===== config.mk =====
export PLATFORM = sky130hd
export DESIGN_NAME = mcf_frame_handler
export DESIGN_NICKNAME = d
export VERILOG_FILES = /design/src/hw/mcf_pkg.sv /design/src/hw/mcf_gap_timer.sv /design/src/hw/mcf_frame_handler.sv
export SDC_FILE = /design/constraint.sdc
export NUM_CORES = 1
export LEC_CHECK = 0
export ABC_AREA = 1
export BUFFER_PORTS_ARGS = -buffer_cell sky130_fd_sc_hd__buf_4
export CAP_MARGIN = 10
export CORE_UTILIZATION = 63
export DETAILED_ROUTE_END_ITERATION = 8
export PLACE_DENSITY_LB_ADDON = 0.05
export SETUP_SLACK_MARGIN = 0.2
export SYNTH_ARGS = -nofsm -noshare
export SYNTH_HDL_FRONTEND = slang
export SYNTH_SLANG_ARGS = --single-unit

===== constraint.sdc =====
create_clock -name clock -period 4.5 [get_ports clock]
set_input_delay 0.675 -clock clock [delete_from_list [all_inputs] [get_ports clock]]
set_output_delay 0.675 -clock clock [all_outputs]
set_load 0.01 [all_outputs]

===== src/hw/mcf_pkg.sv =====
// Package for the motion command frame handler: frame layout, status codes, timing.
// Assumes one 50 MHz clock shared by every user of the package.
package mcf_pkg;

  localparam int unsigned CORE_LEN = 7;
  localparam int unsigned SER_LEN = 9;
  localparam int unsigned REPLY_SER_LEN = 9;
  localparam int unsigned REPLY_CAN_LEN = 7;

  // Byte positions inside a serial command frame.
  localparam logic [3:0] POS_ADDR = 4'h0;
  localparam logic [3:0] POS_CMD = 4'h1;
  localparam logic [3:0] POS_TYPE = 4'h2;
  localparam logic [3:0] POS_BANK = 4'h3;
  localparam logic [3:0] POS_VAL0 = 4'h4;
  localparam logic [3:0] POS_CSUM = 4'h8;

  // Reply status codes.
  localparam logic [7:0] ST_OK = 8'h64;
  localparam logic [7:0] ST_STORED = 8'h65;
  localparam logic [7:0] ST_BAD_CSUM = 8'h01;
  localparam logic [7:0] ST_BAD_CMD = 8'h02;
  localparam logic [7:0] ST_BAD_TYPE = 8'h03;
  localparam logic [7:0] ST_BAD_VALUE = 8'h04;

  // Command and parameter numbers handled locally.
  localparam logic [7:0] CMD_SET_AXIS = 8'h05;
  localparam logic [7:0] CMD_GET_AXIS = 8'h06;
  localparam logic [7:0] PAR_STANDBY = 8'h07;
  localparam logic [7:0] STANDBY_RST = 8'h00;

  // Inter-byte gap after which a partial serial frame is dropped.
  localparam int unsigned GAP_US = 1000;
  localparam int unsigned CLK_MHZ = 50;
  localparam int unsigned GAP_CYC = GAP_US * CLK_MHZ;

  typedef struct packed {
    logic [7:0] cmd;
    logic [7:0] typ;
    logic [7:0] bank;
    logic [31:0] value;
  } mcf_core_t;

  typedef struct packed {
    logic valid;
    logic [7:0] data;
  } mcf_byte_t;

  typedef enum logic [2:0] {
    S_RX = 3'b000,
    S_EXEC = 3'b001,
    S_WAIT = 3'b011,
    S_TX = 3'b010
  } mcf_state_t;

endpackage : mcf_pkg


===== src/hw/mcf_gap_timer.sv =====
// Inter-byte gap timer: reports expiry when no byte arrives for LIMIT cycles.
// Assumes byte strobes on the same clock; runs only while armed.
`timescale 1ns/1ps
module mcf_gap_timer #(
  parameter int unsigned LIMIT = 50000
) (
  // Clock and reset.
  input wire logic clock,
  input wire logic srst,
  // Control.
  input wire logic armed,
  input wire logic kick,
  // Result.
  output logic expired
);

  if (LIMIT < 2 || LIMIT > 32'h00FF_FFFF) begin : g_bad_limit
    $error("mcf_gap_timer: LIMIT out of range");
  end

  typedef struct packed {
    logic [23:0] cnt;
    logic hit;
  } mcf_gap_st_t;

  mcf_gap_st_t st_r;
  mcf_gap_st_t st_nxt;

  always_comb begin
    st_nxt = st_r;
    st_nxt.hit = 1'b0;
    if (!armed || kick) begin
      st_nxt.cnt = 24'h00_0000;
    end else if (st_r.cnt == 24'(LIMIT - 1)) begin
      st_nxt.cnt = 24'h00_0000;
      st_nxt.hit = 1'b1;
    end else begin
      st_nxt.cnt = st_r.cnt + 24'h00_0001;
    end
  end

  always_ff @(posedge clock) begin
    if (srst) begin
      st_r <= '0;
    end else begin
      st_r <= st_nxt;
    end
  end

  assign expired = st_r.hit;

endmodule : mcf_gap_timer


===== src/hw/mcf_frame_handler.sv =====
// Command frame handler: receives one command frame for module_addr, executes it if its checksum holds, sends one reply.
// Assumes a byte link on the same clock (rx strobe, tx handshake) and an execution
// unit that answers each request with one done pulse carrying status and value.
`timescale 1ns/1ps

// Overview of operation
// - Core is cmd, type, bank, 32-bit value MSB-first.
// - Serial frames add address byte and checksum.
// - Checksum is 8-bit sum including address.
// - CAN frames carry no address or checksum.
// - Reply only after command processing completes.
// - Transmitter enabled only for replies, never unsolicited.
// - Standby current 0..255 held while stationary.
// - Serial reply: reply addr, addr, status, cmd, value, checksum.
// - Reply checksum is 8-bit sum of others.
// - CAN reply omits reply address and checksum.
// - Status codes 100,101,1,2,3,4.
module mcf_frame_handler #(
  parameter int unsigned GAP_LIMIT = mcf_pkg::GAP_CYC
) (
  // Clock and reset.
  input wire logic clock,
  input wire logic srst,
  // Configuration.
  input wire logic can_mode,
  input wire logic [7:0] module_addr,
  input wire logic [7:0] reply_addr,
  // Received byte stream.
  input wire mcf_pkg::mcf_byte_t rx,
  // Transmit byte stream.
  output mcf_pkg::mcf_byte_t tx,
  input wire logic tx_ready,
  output logic tx_enable,
  // Execution unit.
  output logic exec_req,
  output mcf_pkg::mcf_core_t exec_core,
  input wire logic exec_done,
  input wire logic [7:0] exec_status,
  input wire logic [31:0] exec_value,
  // Locally held setting.
  output logic [7:0] standby_current,
  output logic motor_idle_current_sel,
  input wire logic motor_moving
);

  typedef struct packed {
    mcf_pkg::mcf_state_t state;
    logic [3:0] idx;
    logic [7:0] sum;
    logic [7:0] addr;
    mcf_pkg::mcf_core_t core;
    logic [7:0] status;
    logic [31:0] value;
    logic [7:0] standby;
    logic req;
    logic [7:0] txd;
  } mcf_st_t;

  mcf_st_t st_r;
  mcf_st_t st_nxt;
  logic gap_expired;
  logic [3:0] last_rx;
  logic [3:0] last_tx;
  logic [3:0] rx_pos;
  logic [3:0] rx_idx;
  logic [7:0] rx_sum;
  logic local_cmd;

  if (GAP_LIMIT < 2) begin : g_bad_gap
    $error("mcf_frame_handler: GAP_LIMIT too small");
  end

  mcf_gap_timer #(
    .LIMIT(GAP_LIMIT)
  ) i_mcf_gap_timer (
    .clock(clock),
    .srst(srst),
    .armed(st_r.state == mcf_pkg::S_RX && st_r.idx != 4'h0 && !can_mode),
    .kick(rx.valid),
    .expired(gap_expired)
  );

  // CAN frames start at the command byte, so shift the position by one.
  assign last_rx = can_mode ? 4'(mcf_pkg::CORE_LEN - 1) : 4'(mcf_pkg::SER_LEN - 1);
  assign last_tx = can_mode ? 4'(mcf_pkg::REPLY_CAN_LEN - 1)
                            : 4'(mcf_pkg::REPLY_SER_LEN - 1);
  // A byte that lands together with the gap expiry opens a new frame instead of being lost.
  assign rx_idx = gap_expired ? 4'h0 : st_r.idx;
  assign rx_sum = gap_expired ? 8'h00 : st_r.sum;
  assign rx_pos = can_mode ? rx_idx + 4'h1 : rx_idx;
  assign local_cmd = st_r.core.typ == mcf_pkg::PAR_STANDBY
                  && (st_r.core.cmd == mcf_pkg::CMD_SET_AXIS
                      || st_r.core.cmd == mcf_pkg::CMD_GET_AXIS);

  always_comb begin
    logic [3:0] p;
    p = 4'h0;
    st_nxt = st_r;
    st_nxt.req = 1'b0;
    unique case (st_r.state)
      mcf_pkg::S_RX: begin
        if (gap_expired) begin
          st_nxt.idx = 4'h0;
          st_nxt.sum = 8'h00;
        end
        if (rx.valid) begin
          st_nxt.idx = rx_idx + 4'h1;
          st_nxt.sum = rx_sum + rx.data;
          unique case (rx_pos)
            mcf_pkg::POS_ADDR: st_nxt.addr = rx.data;
            mcf_pkg::POS_CMD: st_nxt.core.cmd = rx.data;
            mcf_pkg::POS_TYPE: st_nxt.core.typ = rx.data;
            mcf_pkg::POS_BANK: st_nxt.core.bank = rx.data;
            mcf_pkg::POS_CSUM: ;
            default: st_nxt.core.value = {st_r.core.value[23:0], rx.data};
          endcase
          if (rx_idx == last_rx) begin
            st_nxt.idx = 4'h0;
            st_nxt.sum = 8'h00;
            if (can_mode) begin
              st_nxt.addr = module_addr;
              st_nxt.state = mcf_pkg::S_EXEC;
            end else if (st_r.addr != module_addr) begin
              st_nxt.state = mcf_pkg::S_RX;
            end else if (rx_sum != rx.data) begin
              st_nxt.status = mcf_pkg::ST_BAD_CSUM;
              st_nxt.value = st_r.core.value;
              st_nxt.state = mcf_pkg::S_TX;
              st_nxt.sum = 8'h00;
            end else begin
              st_nxt.state = mcf_pkg::S_EXEC;
            end
          end
        end
      end
      mcf_pkg::S_EXEC: begin
        if (local_cmd) begin
          if (st_r.core.cmd == mcf_pkg::CMD_SET_AXIS) begin
            if (st_r.core.value[31:8] != 24'h00_0000) begin
              st_nxt.status = mcf_pkg::ST_BAD_VALUE;
            end else begin
              st_nxt.standby = st_r.core.value[7:0];
              st_nxt.status = mcf_pkg::ST_OK;
            end
            st_nxt.value = st_r.core.value;
          end else begin
            st_nxt.status = mcf_pkg::ST_OK;
            st_nxt.value = {24'h00_0000, st_r.standby};
          end
          st_nxt.state = mcf_pkg::S_TX;
        end else begin
          st_nxt.req = 1'b1;
          st_nxt.state = mcf_pkg::S_WAIT;
        end
      end
      mcf_pkg::S_WAIT: begin
        if (exec_done) begin
          st_nxt.status = exec_status;
          st_nxt.value = exec_value;
          st_nxt.state = mcf_pkg::S_TX;
        end
      end
      mcf_pkg::S_TX: begin
        if (tx_ready) begin
          st_nxt.idx = st_r.idx + 4'h1;
          st_nxt.sum = st_r.sum + st_r.txd;
          if (st_r.idx == last_tx) begin
            st_nxt.idx = 4'h0;
            st_nxt.sum = 8'h00;
            st_nxt.state = mcf_pkg::S_RX;
          end
        end
      end
      default: st_nxt.state = mcf_pkg::S_RX;
    endcase
    // The reply byte is registered for the position that the next cycle presents.
    // CAN replies drop the reply address and the checksum and open with the module address.
    p = can_mode ? st_nxt.idx + 4'h1 : st_nxt.idx;
    unique case (p)
      4'h0: st_nxt.txd = reply_addr;
      4'h1: st_nxt.txd = st_nxt.addr;
      4'h2: st_nxt.txd = st_nxt.status;
      4'h3: st_nxt.txd = st_nxt.core.cmd;
      4'h4: st_nxt.txd = st_nxt.value[31:24];
      4'h5: st_nxt.txd = st_nxt.value[23:16];
      4'h6: st_nxt.txd = st_nxt.value[15:8];
      4'h7: st_nxt.txd = st_nxt.value[7:0];
      4'h8: st_nxt.txd = st_nxt.sum;
      default: st_nxt.txd = 8'h00;
    endcase
  end

  always_ff @(posedge clock) begin
    if (srst) begin
      st_r <= '0;
      st_r.state <= mcf_pkg::S_RX;
      st_r.standby <= mcf_pkg::STANDBY_RST;
    end else begin
      st_r <= st_nxt;
    end
  end

  // Transmitter drives the bus only while a reply is pending.
  assign tx_enable = st_r.state == mcf_pkg::S_TX;
  assign tx.valid = st_r.state == mcf_pkg::S_TX;
  assign tx.data = st_r.txd;
  assign exec_req = st_r.req;
  assign exec_core = st_r.core;
  assign standby_current = st_r.standby;
  assign motor_idle_current_sel = !motor_moving;

  // The host holds off its next command until the reply ends; bytes arriving
  // outside S_RX are dropped.

endmodule : mcf_frame_handler


==> impl_metrics.env, run 1 <==
export IMPL_outcome="completed"
export IMPL_numPortBuffers=146
export IMPL_r2r_cells=16
export IMPL_row_count=47
export IMPL_htreeDepth=4
export IMPL_clock_fmax_mhz=266
export IMPL_min_to="exec_core[34]"
export IMPL_min_period_ns=3.76
export IMPL_drtIter0Drc=1406
export IMPL_hold_path_class="register to register"
export IMPL_slowest_stage="dfxtp_1"
export IMPL_path_depth=16
export IMPL_syn_avg_cell_area_um2=6.44
export IMPL_synth_seq_cells=160
export IMPL_p_int_mw=2.50
export IMPL_syn_to_final_growth_pct=11.3
export IMPL_slew_headroom_pct=31.1
export IMPL_timing_final_crit_share_pct=83.6
export IMPL_yosys_warnings=0
export IMPL_synth_area_top_cells="dfxtp_1 (30%), nand2_1 (10%), a21oi_1 (8.2%), nand3_1 (7.3%), inv_1 (7.3%)"
export IMPL_first_pass_iters=8
export IMPL_layout_nets=1792
export IMPL_drc_errors=0
export IMPL_wire_per_inst_um=17.6
export IMPL_clk_latency_ns=0.44
export IMPL_critPathKind="register to register"
export IMPL_clk_path_buf_depth=2
export IMPL_grt_pass1_wl_um=53200
export IMPL_synth_most_common_cell="nand2_1"
export IMPL_swShare_pct=31.7
export IMPL_antenna_found_initial=1
export IMPL_initial_core_util_pct=64.7
export IMPL_n_antenna_cell=0
export IMPL_clk_pin_slew_worst_paths_ns=0.07
export IMPL_leakagePower_nw=5.43
export IMPL_multi_input_area_mm2=0.00581
export IMPL_cts_buffers=17
export IMPL_syn_inst=1667
export IMPL_die_area_mm2=0.0176
export IMPL_min_from="exec_core[34]"
export IMPL_yosys_area_top_type="dfxtp_1"
export IMPL_hold_viol=0
export IMPL_ant_nets=0
export IMPL_tightest_slew_ns=1.03
export IMPL_yosysTopAreaCellShare_pct=29.8
export IMPL_worstPathCellList="nor2_8 > nand2_2 > clkinv_1 > a21oi_1 > nand3_2 > nand2_4 > inv_1 > ha_1 > nand2_1 > xnor2_2 > inv_2 > nor2_4 > nand3_1 > nand2_1 > nor2_1 > a21oi_1"
export IMPL_cts_setup_buffers=0
export IMPL_synth_nets=1759
export IMPL_r2r_end="tx[4]"
export IMPL_ys_types=53
export IMPL_grt_usage_pct=38.5
export IMPL_fin_skew_ns=0.0118
export IMPL_grt_overflow=0
export IMPL_synth_edf_count=0
export IMPL_grt_max_degree=79
export IMPL_startpoint_type="register"
export IMPL_die_w_um=133
export IMPL_power_density_mw_per_mm2=307
export IMPL_place_hpwl_um=25100
export IMPL_power_frac_comb_pct=17.8
export IMPL_rsz0062_at_grt="no"
export IMPL_path_delay_family="simple AND/OR/NAND/NOR gates"
export IMPL_r2r_start="st_r[133]"
export IMPL_synth_seq_area_share_pct=29.8
export IMPL_cts_resized=0
export IMPL_root_buffer="clkbuf_16"
export IMPL_drt_wl_total_um=34000
export IMPL_finalMaxSlewViolations=0
export IMPL_pwr_share_seq_pct=41.1
export IMPL_required_ns=4.85
export IMPL_layout_cells_non_filler=1933
export IMPL_cp_num_buf_inv=3
export IMPL_max_stage_delay_ns=0.93
export IMPL_setup_viol=0
export IMPL_regToRegSetupSlack_ns=0.74
export IMPL_ios=147
export IMPL_register_area_mm2=0.00320
export IMPL_fillCellCount=1429
export IMPL_fp_coreArea_mm2=0.0166
export IMPL_die_h_um=133
export IMPL_ir_drop_mv=0.279
export IMPL_ys_flop_type="dfxtp_1"
export IMPL_dp_cells=1901
export IMPL_cts_hold_buf=0
export IMPL_switchingPower_mw=1.16
export IMPL_worst_hold_slack_ns=0.452
export IMPL_mappedNetlistArea_mm2=0.0107
export IMPL_max_cap_violations=0
export IMPL_crit_fanout=30
export IMPL_avgViaCountPerCell=5.83
export IMPL_first_global_vias=10100
export IMPL_pwr_share_clk_pct=41.1
export IMPL_dr_total_vias=11300
export IMPL_async_flop_share_pct=0
export IMPL_routabilityCongestion=1.01
export IMPL_worstHoldPathCells=2
export IMPL_cts_sinks=160
export IMPL_fin_tns_setup_ns=0
export IMPL_cts_tree="built"
export IMPL_cp_end_kind="register"
export IMPL_synth_common_cells="nand2_1 (300), inv_1 (208), a21oi_1 (175)"
export IMPL_crit_arrival_ns=4.11
export IMPL_final_layout_size_suffix_gt1_share_pct=14.8
==> worst max-delay path by stage <==
stage	slack, ns	endpoint	startpoint
after global placement	0.95	tx[2]	st_r[133]
after global routing	0.48	tx[4]	st_r[133]
after floorplan	1.65	tx[2]	can_mode
after CTS	0.83	tx[4]	st_r[133]
after detailed placement	0.87	tx[2]	st_r[133]
final	0.74	tx[4]	st_r[133]
==> state kept, by name, indices dropped and copies added (netlist names) <==
register	flops
st_r	62
exec_core	56
i_mcf_gap_timer.st_r	24
standby_current	8
tx	8
exec_req	1
i_mcf_gap_timer.expired	1
==> layout by cell type (no fill, tap or decap), types with 7 or more instances in the layout <==
master,n
o211ai_1,11
nor2_1,152
or2_2,8
buf_4,159
a31oi_1,23
nor3_1,14
nand4_1,18
nor4_1,7
clkbuf_16,17
ha_1,19
nor3b_1,8
nand3_1,156
xor2_1,18
inv_2,14
inv_1,208
nand2_1,300
a22oi_1,8
a21oi_1,175
o21a_1,9
o21ai_0,149
dfxtp_1,160
==> kinds of logic (layout without fill, tap and decap cells) <==
| family | after synthesis | count (layout) | share of synthesized area [%] |
|---|---|---|---|
| compound gates | 394 | 394 | 19.9 |
| fa+ha+maj | 21 | 21 | 2.59 |
| simple gates | 698 | 698 | 29.3 |
| buf+inv | 370 | 416 | 16.1 |
| flops | 160 | 160 | 29.8 |
| xor+xnor | 24 | 24 | 2.27 |
==> power by group through the flow <==
stage | clock network, mW | registers, mW | logic, mW
after CTS | 1.50 | 1.50 | 0.637
after floorplan | 0 | 1.52 | 0.456
after detailed placement | 0 | 1.54 | 0.633
after global placement | 0 | 1.54 | 0.626
after global routing | 1.56 | 1.51 | 0.711
final | 1.51 | 1.51 | 0.653
==> through the flow <==
step / total power, mW / instance area (µm²) / util, % / setup WS, ns
2_1_floorplan: 1.97 / 10700 / - / 1.65
4_1_cts: 3.64 / 11900 / 72.0 / 0.830
5_1_grt: 3.78 / 11900 / 72.0 / 0.480
6_report: 3.67 / 11900 / 72.0 / 0.737
3_3_place_gp: 2.16 / 11300 / 68.4 / 0.953
3_5_place_dp: 2.17 / 11300 / 68.4 / 0.869
==> worst register-to-register path, cell delays in order (launching register included) <==
cell and delay [ns]:
dfxtp_1 0.93, nor2_8 0.16, nand2_2 0.14, clkinv_1 0.31, a21oi_1 0.27, nand3_2 0.11, nand2_4 0.11, inv_1 0.06
ha_1 0.17, nand2_1 0.10, xnor2_2 0.19, inv_2 0.10, nor2_4 0.51, nand3_1 0.18, nand2_1 0.11, nor2_1 0.05
a21oi_1 0.17
==> routing by layer <==
metal / vias to the layer above / share of wire, % / track usage, % / routed length [µm]
met2: 661 / 45 / 60.0 / 15200
met5: - / 0 / 0 / 0
met3: 88 / 11 / 6.63 / 3680
li1: 5462 / - / - / -
met4: 0 / 3.3 / 15.4 / 1130
met1: 5059 / 41 / 52.8 / 14000
==> area by class of cell <==
class / instances / share of cell area [%]
multi-input combinational: 1137 / 48.7
sequential: 160 / 26.8
timing repair buffer: 160 / 10.2
inverter: 224 / 7.04
clock buffer: 18 / 3.68
tap: 220 / 2.30
clock inverter: 14 / 1.34
No activity file was read; power rests on OpenSTA's default activity.
==> run 2: changes to the inputs <==
CORE_UTILIZATION = 53   (was 63)
clock period = 3.4 ns   (was 4.5 ns; I/O delays follow)
==> run 2 against run 1 <==
Compared with the run above: maximum frequency rose by 23%; non-clock buffer count increased by 13; global-route usage is 5.2 points lower; routed wire length rose by 0.47%; first-iteration DRC count shrank 27%.
==> impl_metrics.env, run 2 (synthesis results as in run 1) <==
export IMPL_setup_viol=0
export IMPL_hold_viol=0
export IMPL_crit_fanout=16
export IMPL_grt_busiest_layer="met2"
export IMPL_fin_ws_ns=0.334
export IMPL_dp_worst_setup_slack_ns=0.395
export IMPL_largest_reg_flops=62
export IMPL_max_cap_violations=0
export IMPL_row_count=51
export IMPL_avgViaCountPerCell=5.53
export IMPL_antenna_found_initial=0
export IMPL_use_met2_pct=51.7
export IMPL_first_pass_iters=5
export IMPL_grt_overflow=0
export IMPL_numPortBuffers=146
export IMPL_finalMaxSlewViolations=0
export IMPL_die_h_um=144
export IMPL_htreeDepth=4
export IMPL_regToRegSetupSlack_ns=0.33
export IMPL_clk_pin_slew_worst_paths_ns=0.07
export IMPL_n_antenna_cell=0
export IMPL_cts_sinks=160
export IMPL_drt_wl_total_um=34200
export IMPL_cts_buffers=17
export IMPL_clk_path_buf_depth=2
export IMPL_max_stage_delay_ns=0.42
export IMPL_ir_drop_mv=0.368
export IMPL_critPathKind="register to register"
export IMPL_drtIter0Drc=1026
export IMPL_initial_core_util_pct=54.6
export IMPL_syn_to_final_growth_pct=12.9
export IMPL_cts_hold_buf=0
export IMPL_root_buffer="clkbuf_16"
export IMPL_fin_skew_ns=0.0149
export IMPL_hold_path_class="input port to register"
export IMPL_min_from="exec_status[4]"
export IMPL_clk_latency_ns=0.44
export IMPL_totalPowerFinal_mw=4.75
export IMPL_timing_final_crit_share_pct=90.2
export IMPL_fp_coreArea_mm2=0.0197
export IMPL_fin_tns_setup_ns=0
export IMPL_final_cell_mix="nand2_1 (298), inv_1 (208), a21oi_1 (175)"
export IMPL_r2r_start="i_mcf_gap_timer.expired"
export IMPL_min_period_ns=3.07
export IMPL_die_w_um=144
export IMPL_final_layout_size_suffix_gt1_share_pct=15.6
export IMPL_startpoint_type="register"
export IMPL_worstPathCellList="inv_2 > nand2_1 > inv_1 > ha_1 > inv_1 > nand2_1 > nand2_1 > o21ai_1 > a21oi_2 > nand2_1 > inv_2 > nand4_2 > o21ai_1 > o21ai_1 > nor2_1 > a21oi_2"
export IMPL_worst_hold_slack_ns=0.362
export IMPL_first_global_vias=9726
export IMPL_r2r_cells=16
export IMPL_largest_register="st_r"
export IMPL_worstHoldPathCells=3
export IMPL_min_to="st_r[53]"
export IMPL_dr_total_vias=11000
export IMPL_tightest_slew_ns=0.941
export IMPL_r2r_end="tx[2]"
export IMPL_leakagePower_nw=5.49
export IMPL_path_common_cell="nand2_1"
export IMPL_crit_arrival_ns=3.35
export IMPL_cts_tree="built"
export IMPL_drc_errors=0
export IMPL_clock_fmax_mhz=326
export IMPL_slowest_stage="o21ai_1"
export IMPL_routabilityCongestion=0.928
export IMPL_power_density_mw_per_mm2=392
export IMPL_ios=147
export IMPL_slew_headroom_pct=37.3
export IMPL_cp_end_kind="register"
export IMPL_layout_nets=1805
export IMPL_grt_pass1_wl_um=52700
export IMPL_grt_use_met3_pct=7.02
export IMPL_ant_nets=0
export IMPL_final_cell_area_mm2=0.0121
export IMPL_gr_usage_met1_pct=45.4
export IMPL_grt_max_degree=79
export IMPL_final_common_cell="nand2_1"
export IMPL_rsz0062_at_grt="yes"
export IMPL_outcome="completed"
export IMPL_place_hpwl_um=25000
export IMPL_placed_area_mm2=0.0115
export IMPL_required_ns=3.68
export IMPL_die_area_mm2=0.0208
export IMPL_grt_usage_pct=33.3
export IMPL_wire_per_inst_um=17.2
run 2: cell types whose count changed in the layout (fill, tap and decap cells not counted), sizes merged:
cell	previous run	this run
clkinvlp	0	2
clkinv	4	5
clkbuf	18	19
bufinv	1	0
buf	160	173
inv	233	230
run 2: stage by stage:
stage | instances | util, %
2_1_floorplan | 1667 | -
3_3_place_gp | 1955 | 58.4
3_5_place_dp | 1955 | 58.4
4_1_cts | 1987 | 61.2
5_1_grt | 1991 | 61.7
6_report | 1991 | 61.7
run 2: cell type report:
class                      instances  area, µm²
inverter                         224        841
tap                              265        332
multi-input combinational       1137       5850
clock buffer                      19        433
sequential                       160       3200
clock inverter                    13        123
fill                            2006       7530
timing repair buffer             173       1340
run 2: what timing repair did:
| action | in CTS | in global routing |
|---|---|---|
| resized for setup | 0 | 12 |
| setup endpoints to repair | 0 | 8 |
| setup buffers | 0 | 4 |
run 2: metal layers:
metal  vias up  wire length [µm]
met5         -                 0
met1      4957             15100
met3        73              3090
li1       5485                 -
met4         0              1040
met2       504             14900
run 2: how the worst max path moves through the flow:
stage | startpoint | endpoint | depth (start not counted) | slack [ns]
after floorplan | can_mode | tx[2] | 21 | 0.72
after global placement | i_mcf_gap_timer.expired | tx[2] | 16 | 0.33
after detailed placement | can_mode | tx[4] | 19 | 0.40
after CTS | i_mcf_gap_timer.expired | tx[2] | 16 | 0.38
after global routing | i_mcf_gap_timer.expired | tx[5] | 18 | 0.17
final | i_mcf_gap_timer.expired | tx[2] | 16 | 0.33
run 2: where the power goes:
| group | switching [mW] | internal [mW] | leakage, nW | total [mW] |
|---|---|---|---|---|
| clock | 0.912 | 0.967 | 0.268 | 1.88 |
| combinational | 0.550 | 0.327 | 3.92 | 0.877 |
| sequential | 0.0595 | 1.93 | 1.30 | 1.99 |
run 2: worst max-delay path, delay by kind of cell (launching register included):
| kind | cells | cell delay (ns) |
|---|---|---|
| buffers and inverters | 4 | 0.35 |
| AO/OA/AOI/OAI | 5 | 0.97 |
| flip-flops | 1 | 0.40 |
| AND/OR/NAND/NOR | 6 | 0.95 |
| adder cells (fa/ha/maj) | 1 | 0.22 |
